**src/design/acc_defs.svh**
```systemverilog
// Register offsets, field positions and reset values for the comparator control block.
`ifndef ACC_DEFS_SVH
`define ACC_DEFS_SVH

// ==========================================================================
// Register indices, byte address is four times the index (printed offsets are not all multiples of four)
// ==========================================================================
`define ACC_IDX_CMP_CTRL      8'h50
`define ACC_IDX_CONV_CTRL_B   8'h7b
`define ACC_IDX_PIN_DISABLE   8'h7f
`define ACC_IDX_IRQ_STATUS    8'h80
`define ACC_IDX_IRQ_ENABLE    8'h81
`define ACC_IDX_IRQ_CLEAR     8'h82
`define ACC_ADDR_W            12

// ==========================================================================
// Comparator control fields
// ==========================================================================
`define ACC_CC_DISABLE        7
`define ACC_CC_BANDGAP        6
`define ACC_CC_OUTPUT         5
`define ACC_CC_FLAG           4
`define ACC_CC_IRQ_EN         3
`define ACC_CC_CAPTURE        2
`define ACC_CC_MODE_HI        1
`define ACC_CC_MODE_LO        0
`define ACC_CC_RW_MASK        8'hdf

// ==========================================================================
// Converter control B and pin disable fields
// ==========================================================================
`define ACC_CB_BORROW         6
`define ACC_CB_RW_MASK        8'h47
`define ACC_PD_RW_MASK        8'h03
`define ACC_RESET_VALUE       8'h00

// ==========================================================================
// Event status bits
// ==========================================================================
`define ACC_EV_CMP            0
`define ACC_EV_TOGGLE         1
`define ACC_EV_W              2

`endif

```
**src/design/acc_pkg.sv**
```systemverilog
// Types shared by the comparator control block.
package acc_pkg;

    typedef enum logic [1:0] {
        ACC_MODE_TOGGLE   = 2'b00,
        ACC_MODE_RESERVED = 2'b01,
        ACC_MODE_FALL     = 2'b10,
        ACC_MODE_RISE     = 2'b11
    } acc_mode_t;

endpackage

```
**src/design/acc_sync.sv**
```systemverilog
// Two-flop synchroniser for asynchronous level inputs.
`timescale 1ns/10ps

module acc_sync #(
    parameter int WIDTH = 1
) (
    input  wire logic             pclk,
    input  wire logic             presetn,
    input  wire logic [WIDTH-1:0] async_in,
    output logic      [WIDTH-1:0] sync_out
);

    logic [WIDTH-1:0] meta_r;
    logic [WIDTH-1:0] meta_nxt;
    logic [WIDTH-1:0] sync_r;
    logic [WIDTH-1:0] sync_nxt;

    initial begin
        if (WIDTH < 1) begin
            $error("acc_sync: WIDTH must be at least 1");
        end
    end

    always_comb begin
        meta_nxt = async_in;
        sync_nxt = meta_r;
    end

    always_ff @(posedge pclk or negedge presetn) begin
        if (!presetn) begin
            meta_r <= '0;
            sync_r <= '0;
        end else begin
            meta_r <= meta_nxt;
            sync_r <= sync_nxt;
        end
    end

    assign sync_out = sync_r;

endmodule

```
**src/design/acc_top.sv**
```systemverilog
// Comparator control block: input select, output sync, event flag, APB registers.
`timescale 1ns/10ps
`include "acc_defs.svh"

module acc_top #(
    parameter int N_CHAN = 8
) (
    input  wire logic                      pclk,
    input  wire logic                      presetn,
    input  wire logic                      psel,
    input  wire logic                      penable,
    input  wire logic                      pwrite,
    input  wire logic [`ACC_ADDR_W-1:0]    paddr,
    input  wire logic [31:0]               pwdata,
    input  wire logic [3:0]                pstrb,
    output logic      [31:0]               prdata,
    output logic                           pready,
    output logic                           pslverr,
    input  wire logic                      converter_enable,
    input  wire logic [$clog2(N_CHAN)-1:0] channel_select,
    input  wire logic                      global_irq_enable,
    input  wire logic                      irq_vector_ack,
    input  wire logic                      cmp_raw_out,
    input  wire logic                      pos_pin_digital_in,
    input  wire logic                      neg_pin_digital_in,
    output logic                           neg_sel_dedicated,
    output logic      [N_CHAN-1:0]         neg_sel_channel,
    output logic                           pos_sel_bandgap,
    output logic                           comparator_power_down,
    output logic                           capture_in,
    output logic                           capture_route_active,
    output logic                           pos_pin_buf_enable,
    output logic                           neg_pin_buf_enable,
    output logic                           pos_pin_port_in,
    output logic                           neg_pin_port_in,
    output logic                           trigger_select_out_0,
    output logic                           trigger_select_out_1,
    output logic                           trigger_select_msb,
    output logic                           comparator_irq,
    output logic                           event_irq
);

    localparam int SEL_W = $clog2(N_CHAN);

    initial begin
        if (N_CHAN != 8) begin
            $error("acc_top: the channel select field serves exactly 8 channels");
        end
    end

    // ======================================================================
    // Register state
    // ======================================================================
    logic [7:0]            cmp_ctrl_r;
    logic [7:0]            cmp_ctrl_nxt;
    logic [7:0]            conv_b_r;
    logic [7:0]            conv_b_nxt;
    logic [7:0]            pin_dis_r;
    logic [7:0]            pin_dis_nxt;
    logic                  out_prev_r;
    logic                  out_prev_nxt;
    logic [`ACC_EV_W-1:0]  ev_stat_r;
    logic [`ACC_EV_W-1:0]  ev_stat_nxt;
    logic [`ACC_EV_W-1:0]  ev_en_r;
    logic [`ACC_EV_W-1:0]  ev_en_nxt;
    logic [31:0]           prdata_r;
    logic [31:0]           prdata_nxt;
    logic                  pslverr_r;
    logic                  pslverr_nxt;

    // ======================================================================
    // Synchronisers for asynchronous analog and pin inputs
    // ======================================================================
    logic [2:0] sync_q;
    logic       cmp_sync;
    logic       pos_pin_sync;
    logic       neg_pin_sync;

    acc_sync #(
        .WIDTH (3)
    ) u_sync (
        .pclk     (pclk),
        .presetn  (presetn),
        .async_in ({neg_pin_digital_in, pos_pin_digital_in, cmp_raw_out}),
        .sync_out (sync_q)
    );

    assign cmp_sync     = sync_q[0];
    assign pos_pin_sync = sync_q[1];
    assign neg_pin_sync = sync_q[2];

    // ======================================================================
    // Bus decode
    // ======================================================================
    logic       access;
    logic       wr_acc;
    logic       setup;
    logic       rd_setup;
    logic       hit_cc;
    logic       hit_cb;
    logic       hit_pd;
    logic       hit_st;
    logic       hit_en;
    logic       hit_clr;
    logic       mapped;
    logic       lane0;

    assign access   = psel && penable;
    assign setup    = psel && !penable;
    assign wr_acc   = access && pwrite;
    assign rd_setup = setup && !pwrite;
    assign hit_cc   = (paddr == {2'b00, `ACC_IDX_CMP_CTRL, 2'b00});
    assign hit_cb   = (paddr == {2'b00, `ACC_IDX_CONV_CTRL_B, 2'b00});
    assign hit_pd   = (paddr == {2'b00, `ACC_IDX_PIN_DISABLE, 2'b00});
    assign hit_st   = (paddr == {2'b00, `ACC_IDX_IRQ_STATUS, 2'b00});
    assign hit_en   = (paddr == {2'b00, `ACC_IDX_IRQ_ENABLE, 2'b00});
    assign hit_clr  = (paddr == {2'b00, `ACC_IDX_IRQ_CLEAR, 2'b00});
    assign mapped  = hit_cc || hit_cb || hit_pd || hit_st || hit_en || hit_clr;
    assign lane0   = pstrb[0];

    // Single-cycle access phase: the slave never inserts wait states.
    assign pready  = 1'b1;
    assign prdata  = prdata_r;
    assign pslverr = pslverr_r;

    // ======================================================================
    // Comparator event detection
    // ======================================================================
    logic            rise;
    logic            fall;
    logic            cmp_event;
    logic            flag_wr_clr;
    acc_pkg::acc_mode_t mode;

    assign mode = acc_pkg::acc_mode_t'(cmp_ctrl_r[`ACC_CC_MODE_HI:`ACC_CC_MODE_LO]);
    assign rise = cmp_sync && !out_prev_r;
    assign fall = !cmp_sync && out_prev_r;

    always_comb begin
        unique case (mode)
            acc_pkg::ACC_MODE_TOGGLE:   cmp_event = rise || fall;
            acc_pkg::ACC_MODE_RESERVED: cmp_event = 1'b0;
            acc_pkg::ACC_MODE_FALL:     cmp_event = fall;
            acc_pkg::ACC_MODE_RISE:     cmp_event = rise;
        endcase
    end

    assign flag_wr_clr = wr_acc && hit_cc && lane0 && pwdata[`ACC_CC_FLAG];

    // ======================================================================
    // Register next-state logic
    // ======================================================================
    always_comb begin
        cmp_ctrl_nxt = cmp_ctrl_r;
        conv_b_nxt   = conv_b_r;
        pin_dis_nxt  = pin_dis_r;
        if (wr_acc && lane0 && hit_cc) begin
            // The flag bit is write-one-to-clear, so it is kept here and handled below.
            cmp_ctrl_nxt = (pwdata[7:0] & `ACC_CC_RW_MASK & ~(8'h01 << `ACC_CC_FLAG)) |
                           (cmp_ctrl_r & (8'h01 << `ACC_CC_FLAG));
        end
        if (wr_acc && lane0 && hit_cb) begin
            conv_b_nxt = pwdata[7:0] & `ACC_CB_RW_MASK;
        end
        if (wr_acc && lane0 && hit_pd) begin
            pin_dis_nxt = pwdata[7:0] & `ACC_PD_RW_MASK;
        end
        // Hardware set wins over both clearing paths so no event is lost.
        if (flag_wr_clr || irq_vector_ack) begin
            cmp_ctrl_nxt[`ACC_CC_FLAG] = 1'b0;
        end
        if (cmp_event) begin
            cmp_ctrl_nxt[`ACC_CC_FLAG] = 1'b1;
        end
    end

    // ======================================================================
    // Event register next-state logic
    // ======================================================================
    // The edge reference follows the synchronised output in every mode, so a
    // later mode change never mistakes a stale level for a fresh edge.
    always_comb begin
        out_prev_nxt = cmp_sync;
        ev_stat_nxt  = ev_stat_r;
        ev_en_nxt    = ev_en_r;
        if (wr_acc && lane0 && hit_en) begin
            ev_en_nxt = pwdata[`ACC_EV_W-1:0];
        end
        if (wr_acc && lane0 && hit_clr) begin
            ev_stat_nxt = ev_stat_r & ~pwdata[`ACC_EV_W-1:0];
        end
        if (cmp_event) begin
            ev_stat_nxt[`ACC_EV_CMP] = 1'b1;
        end
        if (rise || fall) begin
            ev_stat_nxt[`ACC_EV_TOGGLE] = 1'b1;
        end
    end

    // ======================================================================
    // Read data and error response
    // ======================================================================
    always_comb begin
        prdata_nxt  = prdata_r;
        pslverr_nxt = 1'b0;
        if (setup) begin
            pslverr_nxt = !mapped;
        end
        if (rd_setup) begin
            prdata_nxt = 32'h0000_0000;
            if (hit_cc) begin
                prdata_nxt[7:0] = cmp_ctrl_r;
                prdata_nxt[`ACC_CC_OUTPUT] = cmp_sync;
            end else if (hit_cb) begin
                prdata_nxt[7:0] = conv_b_r;
            end else if (hit_pd) begin
                prdata_nxt[7:0] = pin_dis_r;
            end else if (hit_st) begin
                prdata_nxt[`ACC_EV_W-1:0] = ev_stat_r;
            end else if (hit_en) begin
                prdata_nxt[`ACC_EV_W-1:0] = ev_en_r;
            end
        end
    end

    // ======================================================================
    // Bus response registers
    // ======================================================================
    // Read data and the error response are loaded at the end of the setup cycle,
    // so they stand through the whole access phase, while pready is high.
    // The cost is that a read returns the register as it was at the setup edge.
    always_ff @(posedge pclk or negedge presetn) begin
        if (!presetn) begin
            prdata_r  <= 32'h0000_0000;
            pslverr_r <= 1'b0;
        end else begin
            prdata_r  <= prdata_nxt;
            pslverr_r <= pslverr_nxt;
        end
    end

    // ======================================================================
    // Register state update
    // ======================================================================
    always_ff @(posedge pclk or negedge presetn) begin
        if (!presetn) begin
            cmp_ctrl_r <= `ACC_RESET_VALUE;
            conv_b_r   <= `ACC_RESET_VALUE;
            pin_dis_r  <= `ACC_RESET_VALUE;
        end else begin
            cmp_ctrl_r <= cmp_ctrl_nxt;
            conv_b_r   <= conv_b_nxt;
            pin_dis_r  <= pin_dis_nxt;
        end
    end

    // The edge reference resets low with the synchroniser, so reset alone never makes an edge.
    always_ff @(posedge pclk or negedge presetn) begin
        if (!presetn) begin
            out_prev_r <= 1'b0;
            ev_stat_r  <= '0;
            ev_en_r    <= '0;
        end else begin
            out_prev_r <= out_prev_nxt;
            ev_stat_r  <= ev_stat_nxt;
            ev_en_r    <= ev_en_nxt;
        end
    end

    // ======================================================================
    // Analog input selection
    // ======================================================================
    logic borrow;

    assign borrow            = conv_b_r[`ACC_CB_BORROW] && !converter_enable;
    assign neg_sel_dedicated = !borrow;

    genvar g;
    generate
        for (g = 0; g < N_CHAN; g = g + 1) begin : g_chan
            assign neg_sel_channel[g] = borrow && (channel_select == SEL_W'(g));
        end
    endgenerate

    assign pos_sel_bandgap       = cmp_ctrl_r[`ACC_CC_BANDGAP];
    assign comparator_power_down = cmp_ctrl_r[`ACC_CC_DISABLE];

    // ======================================================================
    // Capture routing, pin buffers and trigger select
    // ======================================================================
    assign capture_route_active = cmp_ctrl_r[`ACC_CC_CAPTURE];
    // Gated to a constant when the route is off, so the timer sees no path at all.
    assign capture_in      = cmp_ctrl_r[`ACC_CC_CAPTURE] && cmp_sync;
    logic [1:0] pin_sync;
    logic [1:0] pin_buf_en;
    logic [1:0] pin_port;

    assign pin_sync = {neg_pin_sync, pos_pin_sync};

    // A disabled pin reads zero at its port bit whatever level stands on it,
    // so a floating analog level never reaches the port logic.
    genvar p;
    generate
        for (p = 0; p < 2; p = p + 1) begin : g_pin
            assign pin_buf_en[p] = !pin_dis_r[p];
            assign pin_port[p]   = pin_sync[p] && !pin_dis_r[p];
        end
    endgenerate

    assign pos_pin_buf_enable = pin_buf_en[0];
    assign neg_pin_buf_enable = pin_buf_en[1];
    assign pos_pin_port_in    = pin_port[0];
    assign neg_pin_port_in    = pin_port[1];
    assign trigger_select_out_0 = conv_b_r[0];
    assign trigger_select_out_1 = conv_b_r[1];
    assign trigger_select_msb   = conv_b_r[2];

    // ======================================================================
    // Interrupt outputs
    // ======================================================================
    // Software is expected to drop the enable before touching the disable or
    // mode bits; the hardware does not mask the spurious edge on its own.
    assign comparator_irq = cmp_ctrl_r[`ACC_CC_FLAG] && cmp_ctrl_r[`ACC_CC_IRQ_EN] &&
                            global_irq_enable;
    assign event_irq      = |(ev_stat_r & ev_en_r);

endmodule

```
**config.mk**
```make
export PLATFORM = sky130hd
export DESIGN_NAME = acc_top
export DESIGN_NICKNAME = d
export VERILOG_FILES = /design/src/design/acc_pkg.sv /design/src/design/acc_sync.sv /design/src/design/acc_top.sv
export VERILOG_INCLUDE_DIRS = /design/src /design/src/design
export SDC_FILE = /design/constraint.sdc
export NUM_CORES = 1
export LEC_CHECK = 0
export BUFFER_PORTS_ARGS = -buffer_cell sky130_fd_sc_hd__buf_2
export CAP_MARGIN = 20
export CORE_MARGIN = 8
export CORE_UTILIZATION = 45
export DETAILED_ROUTE_END_ITERATION = 10
export GPL_ROUTABILITY_DRIVEN = 0
export PLACE_DENSITY = 0.83
export SLEW_MARGIN = 5
export SYNTH_ARGS = -nofsm -noshare
export SYNTH_HDL_FRONTEND = slang
export SYNTH_SLANG_ARGS = --single-unit
```
**constraint.sdc**
```tcl
create_clock -name pclk -period 1.8 [get_ports pclk]
set_input_delay 0.18 -clock pclk [delete_from_list [all_inputs] [get_ports pclk]]
set_output_delay 0.18 -clock pclk [all_outputs]
set_load 0.01 [all_outputs]
```
# --- Yosys cells after proc, flatten, opt, wreduce, memory -nomap -nowiden ---
# Cells that the tools add are included.
# W data, S select, Z words.
totals:
  register_bits: 34
classes:
  n_mux: 13
  n_reduce_logical: 51
  eq_ne: 16
  bitwise: 4
op_table:
  columns: ["op", "count"]
  rows:
  - ["$eq A12 B10 Y1 const B", 3]
  - ["$eq A12 B9 Y1 const B", 3]
  - ["$logic_and A1 B1 Y1", 29]
  - ["$eq A3 B3 Y1 const B", 4]
  - ["$logic_not A1 Y1", 9]
  - ["$mux W2", 4]
  - ["$mux W8", 1]
  - ["$or A8 B5 Y8", 1]
  - ["$logic_or A1 B1 Y1", 7]
  - ["$mux W7", 1]
  - ["$eq A3 B2 Y1 const B", 2]
  - ["$mux W1", 5]
  - ["$mux W5", 1]
  - ["$and A2 B2 Y2", 2]
  - ["$eq A2 B2 Y1 const B", 2]
  - ["$pmux W1 S4", 1]
  - ["$reduce_bool A2 Y1", 2]
  - ["$eq A3 B1 Y1 const B", 1]
  - ["$logic_not A3 Y1", 1]
  - ["$reduce_bool A3 Y1", 1]
  - ["$eq A2 B1 Y1 const B", 1]
  - ["$logic_not A2 Y1", 1]
  - ["$not A2 Y2", 1]
  - ["$reduce_or A2 Y1", 1]

# --- Longest topological paths before layout ---
# Gate-level depths: netlist of run 1.
logic_depth:
  word_depth: 8
  depth_mapped: 6
  depth_no_buf: 6

# --- By module ---
# A second synthesis of run 1 with hierarchy kept.
unflattened:
  cells_unflattened: 184
  hier_area_um2: 1849.3
modules_own_cells:
  columns: ["module", "seq_area_each_um2", "cells_per_inst", "n_inst", "area_each_um2"]
  rows:
  - ["acc_top", 675.6, 178, 1, 1699.1]
  - ["acc_sync", 150.1, 6, 1, 150.1]

# --- Least setup slack after synthesis of run 1 ---
# No wires, ideal clock.
synth_timing:
  path_type: "input to register"
  from: "input paddr[9]"
  to: "register pin_dis_r[0]"
  arrival_time_ns: 1.460
  n_path_buf: 0
  path_stages: 4
  required_ns: 1.675
  setup_slack_ns: 0.215
  cell_sequence: "nor4b_4 nand2_2 or4_4 mux2_4"
synth_via:
  elab_chain_len: 2
synth_lines:
  columns: ["item", "line_no", "rtl"]
  rows:
  - ["from (decl)", "acc_top.sv:13", "input wire logic [`ACC_ADDR_W-1:0] paddr,"]
  - ["$eq A12 B9 Y1", "acc_top.sv:114", "assign hit_pd = (paddr == {2'b00, `ACC_IDX_PIN_DISABLE, 2'b00});"]
  - ["$logic_and A1 B1 Y1", "acc_top.sv:165", "if (wr_acc && lane0 && hit_pd) begin"]
  - ["to (signal assigned)", "acc_top.sv:249", "pin_dis_r <= `ACC_RESET_VALUE;"]
  - ["to (signal assigned)", "acc_top.sv:253", "pin_dis_r <= pin_dis_nxt;"]
  - ["to (decl)", "acc_top.sv:58", "logic [7:0] pin_dis_r;"]
# Every way passes these cells.
# A chain may end at the register's enable or synchronous reset.

# --- Worst setup path after layout of run 1 ---
layout_timing:
  from: "register conv_b_r[6]"
  to: "output neg_sel_channel[0]"
layout_via:
  elab_chain_len: 2
layout_lines:
  columns: ["item", "line_no", "rtl"]
  rows:
  - ["from (decl)", "acc_top.sv:56", "logic [7:0] conv_b_r;"]
  - ["from (signal assigned)", "acc_top.sv:248", "conv_b_r <= `ACC_RESET_VALUE;"]
  - ["from (signal assigned)", "acc_top.sv:252", "conv_b_r <= conv_b_nxt;"]
  - ["$logic_and A1 B1 Y1", "acc_top.sv:275", "assign borrow = conv_b_r[`ACC_CB_BORROW] && !converter_enable;"]
  - ["$logic_and A1 B1 Y1", "acc_top.sv:281", "assign neg_sel_channel[g] = borrow && (channel_select == SEL_W'(g));"]
  - ["to (decl)", "acc_top.sv:27", "output logic [N_CHAN-1:0] neg_sel_channel,"]
# Every way passes these cells.

==> impl_metrics.json, run 1 <==
{
  "synth_edf_count": 0,
  "cp_max_fo": 4,
  "cp_cell_sequence": "nand2b_1 -> or2_2 -> nor3_1 -> buf_2",
  "area_growth_pct": 27.30,
  "holdCritPathClass": "input port to flip-flop",
  "fin_util": 0.5828,
  "synthXorXnorAreaFrac": 0,
  "cts_root_buf": "clkbuf_8",
  "start_util": 0.4578,
  "status": "completed",
  "vias": 1514,
  "worst_ep_arrival_time_ns": 1.35,
  "holdPathStages": 2,
  "synth_top_family_by_area": "simple AND/OR/NAND/NOR gates",
  "p_sw_mw": 0.3663,
  "clkLatencyLatePin_ns": 0.28,
  "synth_adder_area_share": 0.01397,
  "die_h_um": 79.10,
  "boundaryPins": 118,
  "worstMarginPinSlew_ns": 0.7139,
  "setup_viol": 0,
  "final_antenna_net_count": 0,
  "end_kind": "output port",
  "combPwrFrac": 0.116,
  "syn_area_per_cell_um2": 10.01,
  "critPathRequiredTime_ns": 1.62,
  "grt_pass1_wl_um": 7189,
  "p_seq_frac": 0.514,
  "post_drt_wl_per_cell_um": 14.05,
  "crit_path_top_delay_cell": "dfrtp_1",
  "layout_commonest_cell": "buf_2",
  "slew_headroom": 0.5240,
  "cp_num_cells": 4,
  "die_w_um": 79.10,
  "cts_resized": 0,
  "power.density_nw_per_um2": 657.5,
  "wl_um": 4385,
  "drt-vias-per-instance": 4.853,
  "ys.flop_type": "dfrtp_1",
  "cts_sinks": 33,
  "vdd_drop_max_mv": 0.4851,
  "async_flop_share": 1.000,
  "path_class": "flip-flop to output port",
  "crit_path_max_incr_delay_ns": 0.39,
  "grt_use_total": 0.1433,
  "ys_seq_area_frac": 0.4609,
  "row_count": 23,
  "synthCells": 179,
  "nFillCells": 364,
  "fin_skew_ns": 0.007011,
  "maxSlewViolCount": 0,
  "grt_max_degree": 34,
  "synth_area_um2": 1792,
  "grt_pass1_vias": 1536,
  "p_sw_frac": 0.2443,
  "multiInputGateArea_um2": 825.8,
  "crit_path_start_kind": "flip-flop",
  "antenna_found_initial": 0,
  "gr-total-overflow": 0,
  "cts_htree_levels": 2,
  "die_area_um2": 6257,
  "first_iter_violations": 69,
  "drc_errors": 0,
  "port_buffers": 64,
  "tns_ns": 0,
  "clkPwrFrac": 0.370,
  "cts_buffers": 5,
  "drive_gt1_frac": 0.3969,
  "crit_buf_inv": 1,
  "core_area_um2": 3914,
  "dp_hpwl_um": 3441,
  "num_antenna_cells": 0,
  "clk_pin_slew_ns": 0.07,
  "cts_tree": "built",
  "path_delay_family": "simple AND/OR/NAND/NOR gates",
  "hold_viol": 0,
  "muxShareOfSynthArea": 0.1027,
  "drv_cap": 0,
  "yosysWarningCount": 0,
  "seqCellArea_um2": 825.8,
  "timing.fmax_mhz": 655.6,
  "synth-compound-area-share": 0.06285,
  "clock_path_buffers": 2,
  "yosysUniqueCellTypes": 41,
  "fin_crit_ns": 1.525,
  "dr.pass1.iters": 4,
  "p_int_mw": 1.133,
  "grt_setup_unrepaired": "no",
  "synthSimpleGateAreaFrac": 0.2291,
  "leakage_nw": 1.201,
  "mostFrequentLayoutCells": "64 x buf_2, 33 x dfrtp_1, 25 x conb_1, 20 x nor2_1, 16 x nand2_1",
  "post-route-period-util": 0.8474,
  "postCtsSetupRepairBufs": 0,
  "reg2regPathDepth": 5,
  "synth_seq_cells": 33,
  "fin_nets": 326
}
[layout make-up]
cell class / count / area share
Sequential cell: 33 / 0.3620
Multi-Input combinational cell: 134 / 0.3620
Timing Repair Buffer: 80 / 0.1975
Clock buffer: 7 / 0.03785
Tap cell: 50 / 0.02743
Inverter: 8 / 0.01317
[timing repair]
item,CTS,global route
hold buffers,4,0
hold endpoints to repair,36,0
endpoints found under the setup margin,0,0
[Yosys cell counts (2+ instances only)]
library cell | n | area, um2
nand2_1 | 16 | 60.06
nand4_1 | 2 | 12.51
nor4b_1 | 3 | 26.28
mux2i_1 | 3 | 30.03
nor4_1 | 2 | 12.51
inv_1 | 8 | 30.03
nand3_1 | 7 | 35.03
buf_4 | 25 | 187.7
mux2_2 | 11 | 123.9
nor2_1 | 20 | 75.07
dfrtp_1 | 33 | 825.8
ha_1 | 2 | 25.02
and2_1 | 2 | 12.51
conb_1 | 2 | 7.510
nand2b_1 | 4 | 25.02
nor2b_1 | 2 | 12.51
a221oi_1 | 2 | 17.52
o211ai_1 | 2 | 15.01
mux2_4 | 2 | 30.03
a21oi_1 | 5 | 25.02
nor3_1 | 5 | 25.02
or2_2 | 2 | 12.51
[power groups by stage]
stage,sequential (mW),clock [mW],combinational (mW)
after floorplan,0.786,0,0.111
after global placement,0.783,0,0.162
after detailed placement,0.784,0,0.166
after CTS,0.771,0.572,0.174
after global routing,0.771,0.600,0.197
final,0.770,0.555,0.174
[per-layer routing]
layer,GRT usage,share of wire,routed length (um),vias to the layer above
li1,-,-,-,725
met1,0.1556,0.36,1593,715
met2,0.2391,0.51,2236,66
met3,0.06546,0.11,492,8
met4,0.05370,0.014,63,0
met5,0,0,0,-
[stage by stage]
step | setup slack [ns] | area (um2) | cells | hold slack (ns) | power, mW
after global placement | 0.07489 | 2155 | 301 | 0.2754 | 0.9447
after floorplan | 0.2151 | 1878 | 202 | -0.1156 | 0.8972
after detailed placement | 0.06226 | 2155 | 301 | 0.2706 | 0.9505
final | 0.2747 | 2281 | 312 | 0.1308 | 1.500
after CTS | 0.2732 | 2281 | 312 | 0.1200 | 1.517
after global routing | 0.1475 | 2281 | 312 | 0.1262 | 1.569
[state kept, by name (all words and copies together) (netlist names)]
name / count
cmp_ctrl_r: 7
conv_b_r: 4
ev_en_r: 2
ev_stat_r: 2
out_prev_r: 1
pin_dis_r: 2
prdata: 8
pslverr: 1
u_sync.meta_r: 3
u_sync.sync_out: 3
[logic make-up (layout without fill, tap and decap cells)]
logic type      count (synthesis)  in the layout
compound gates                 16             16
fa+ha+maj                       2              2
buf+inv                        35             95
flops                          33             33
mux                            16             16
other cells                     2             25
simple gates                   75             75
[final timing paths]
path	slack, ns	end	startpoint
worst max-delay path	0.27	neg_sel_channel[0]	conv_b_r[6]
worst min-delay path	0.13	cmp_ctrl_r[7]	pwdata[7]
worst max register to register	0.54	cmp_ctrl_r[4]	u_sync.sync_out[0]
worst min register to register	0.35	u_sync.sync_out[0]	u_sync.meta_r[0]
max in group asynchronous	0.86	u_sync.sync_out[2]	presetn
min in group asynchronous	0.47	cmp_ctrl_r[6]	presetn
No activity file was read; power rests on OpenSTA's default activity.
==> inputs of run 2 (changes only) <==
Settings changed: CORE_UTILIZATION 45 to 38, PLACE_DENSITY 0.83 to 0.74.
Clock period 1.8 ns to 1.25 ns, I/O delays scaled along.
==> impl_metrics.json, run 2 (synthesis results as in run 1) <==
{
  "status": "finished, violations left",
  "violations": "setup timing",
  "crit_path_max_incr_delay_ns": 0.56,
  "finalPower_mw": 2.625,
  "final_cell_count_no_fill": 341,
  "hold_start": "pwdata[7]",
  "dpl.cell_count": 320,
  "port_buffers": 64,
  "num_antenna_cells": 0,
  "reg2regPathDepth": 5,
  "grt_pass1_wl_um": 7790,
  "die_w_um": 84.67,
  "end_kind": "flip-flop",
  "vdd_drop_max_mv": 0.8802,
  "drc_errors": 0,
  "first_iter_violations": 53,
  "cp_num_cells": 5,
  "core_area_um2": 4629,
  "seqCellArea_um2": 825.8,
  "grt_pass1_vias": 1715,
  "cts_tree": "built",
  "crit_path_start_kind": "input port",
  "tns_ns": -0.9482,
  "drv_cap": 0,
  "cts_buffers": 5,
  "grt_setup_unrepaired": "yes",
  "row_count": 25,
  "boundaryPins": 118,
  "r2r_slack_ns": 0.01,
  "leakage_nw": 1.410,
  "reg2reg_to": "cmp_ctrl_r[4]",
  "start_util": 0.3870,
  "wl_um": 4911,
  "cts_sinks": 33,
  "reg2reg_from": "u_sync.sync_out[0]",
  "setup_viol": 19,
  "final_antenna_net_count": 0,
  "post_drt_wl_per_cell_um": 14.40,
  "nFillCells": 412,
  "die_h_um": 84.67,
  "die_area_um2": 7168,
  "drive_gt1_frac": 0.4913,
  "grt_use_total": 0.1327,
  "clock_path_buffers": 2,
  "grt_max_degree": 18,
  "multiInputGateArea_um2": 965.9,
  "hold_viol": 0,
  "vias": 1617,
  "holdCritPathClass": "input port to flip-flop",
  "gr-total-overflow": 0,
  "mostFrequentLayoutCells": "62 x buf_2, 33 x dfrtp_1, 31 x buf_4, 25 x conb_1, 19 x nor2_1",
  "cp_max_fo": 4,
  "worst_ep_arrival_time_ns": 1.54,
  "fin_nets": 350,
  "layout_commonest_cell": "buf_2",
  "power.density_nw_per_um2": 973.2,
  "cts_root_buf": "clkbuf_8",
  "dp_slack_ns": -0.4789,
  "dp_hpwl_um": 3708,
  "fin_crit_ns": 1.374,
  "antenna_found_initial": 0,
  "endpoint": "pin_dis_r[0]",
  "clkLatencyLatePin_ns": 0.29,
  "cts_htree_levels": 2,
  "path_class": "input port to flip-flop",
  "area_growth_pct": 50.56,
  "post-route-period-util": 1.099,
  "clk_pin_slew_ns": 0.07,
  "fin_skew_ns": 0.01056,
  "timing.fmax_mhz": 727.8,
  "cp_cell_sequence": "buf_8 -> nor4b_4 -> nand2_2 -> or4_4 -> mux2_4",
  "crit_buf_inv": 1,
  "dr.pass1.iters": 4,
  "postLayoutSetupSlackWorst_ns": -0.1241,
  "path_delay_family": "simple AND/OR/NAND/NOR gates",
  "critPathRequiredTime_ns": 1.42,
  "worstSetupStartpoint": "paddr[11]",
  "crit_path_top_delay_cell": "or4_4",
  "drt-vias-per-instance": 4.742,
  "largest_register_ffs": 8,
  "maxSlewViolCount": 0
}
[run 2: cell count changes in the layout (fill, tap and decap cells not counted), sizes merged]
cell,before,now
clkinv,0,1
clkbuf,7,5
bufinv,0,2
buf,76,100
[run 2: worst min path at each step]
stage                          endpoint  slack [ns]  cells past startpoint
final                     cmp_ctrl_r[7]        0.07                      2
after global routing      cmp_ctrl_r[7]        0.07                      2
after CTS                 cmp_ctrl_r[7]        0.06                      2
after detailed placement  cmp_ctrl_r[7]        0.07                      1
after global placement    cmp_ctrl_r[7]        0.07                      1
after floorplan           cmp_ctrl_r[0]       -0.17                      0
[run 2: timing repair]
action,4_1_cts,5_1_grt
hold buffers,4,0
pin swaps,12,13
resized for setup,11,20
setup buffers,6,3
hold endpoints to repair,19,0
setup endpoints to repair,25,30
[run 2: per-stage QoR]
step           hold WS (ns)  utilization  area [um2]
2_1_floorplan       -0.1706            -        1923
3_3_place_gp        0.07427       0.5011        2320
3_5_place_dp        0.07353       0.5011        2320
4_1_cts             0.06044       0.5576        2581
5_1_grt             0.06583       0.5827        2698
6_report            0.06970       0.5827        2698
[run 2: layer usage]
layer / global-route usage / routed length [um]
met4: 0.03560 / 43
met5: 0 / 0
met3: 0.05951 / 452
met2: 0.2377 / 2441
met1: 0.1361 / 1974
[run 2: area by class of cell]
| cell class | count | area share |
|---|---|---|
| multi-input cells | 134 | 0.3581 |
| well taps | 54 | 0.02505 |
| flip-flops and latches | 33 | 0.3061 |
| clock inverters | 3 | 0.02412 |
| repair buffers | 104 | 0.2500 |
| clock buffers | 5 | 0.02551 |
| inverters | 8 | 0.01113 |
[run 2: worst reg2reg max path, cell delays in order, from the launching register on]
cell     delay, ns
dfrtp_1       0.39
ha_1          0.30
nor2_1        0.04
nor2_1        0.12
a21oi_2       0.06
a31o_2        0.21
[run 2: report_power, final]
part           switching [mW]  internal (mW)
Combinational           0.175          0.146
Sequential             0.0115           1.09
Clock                   0.406          0.792
Total                   0.593           2.03
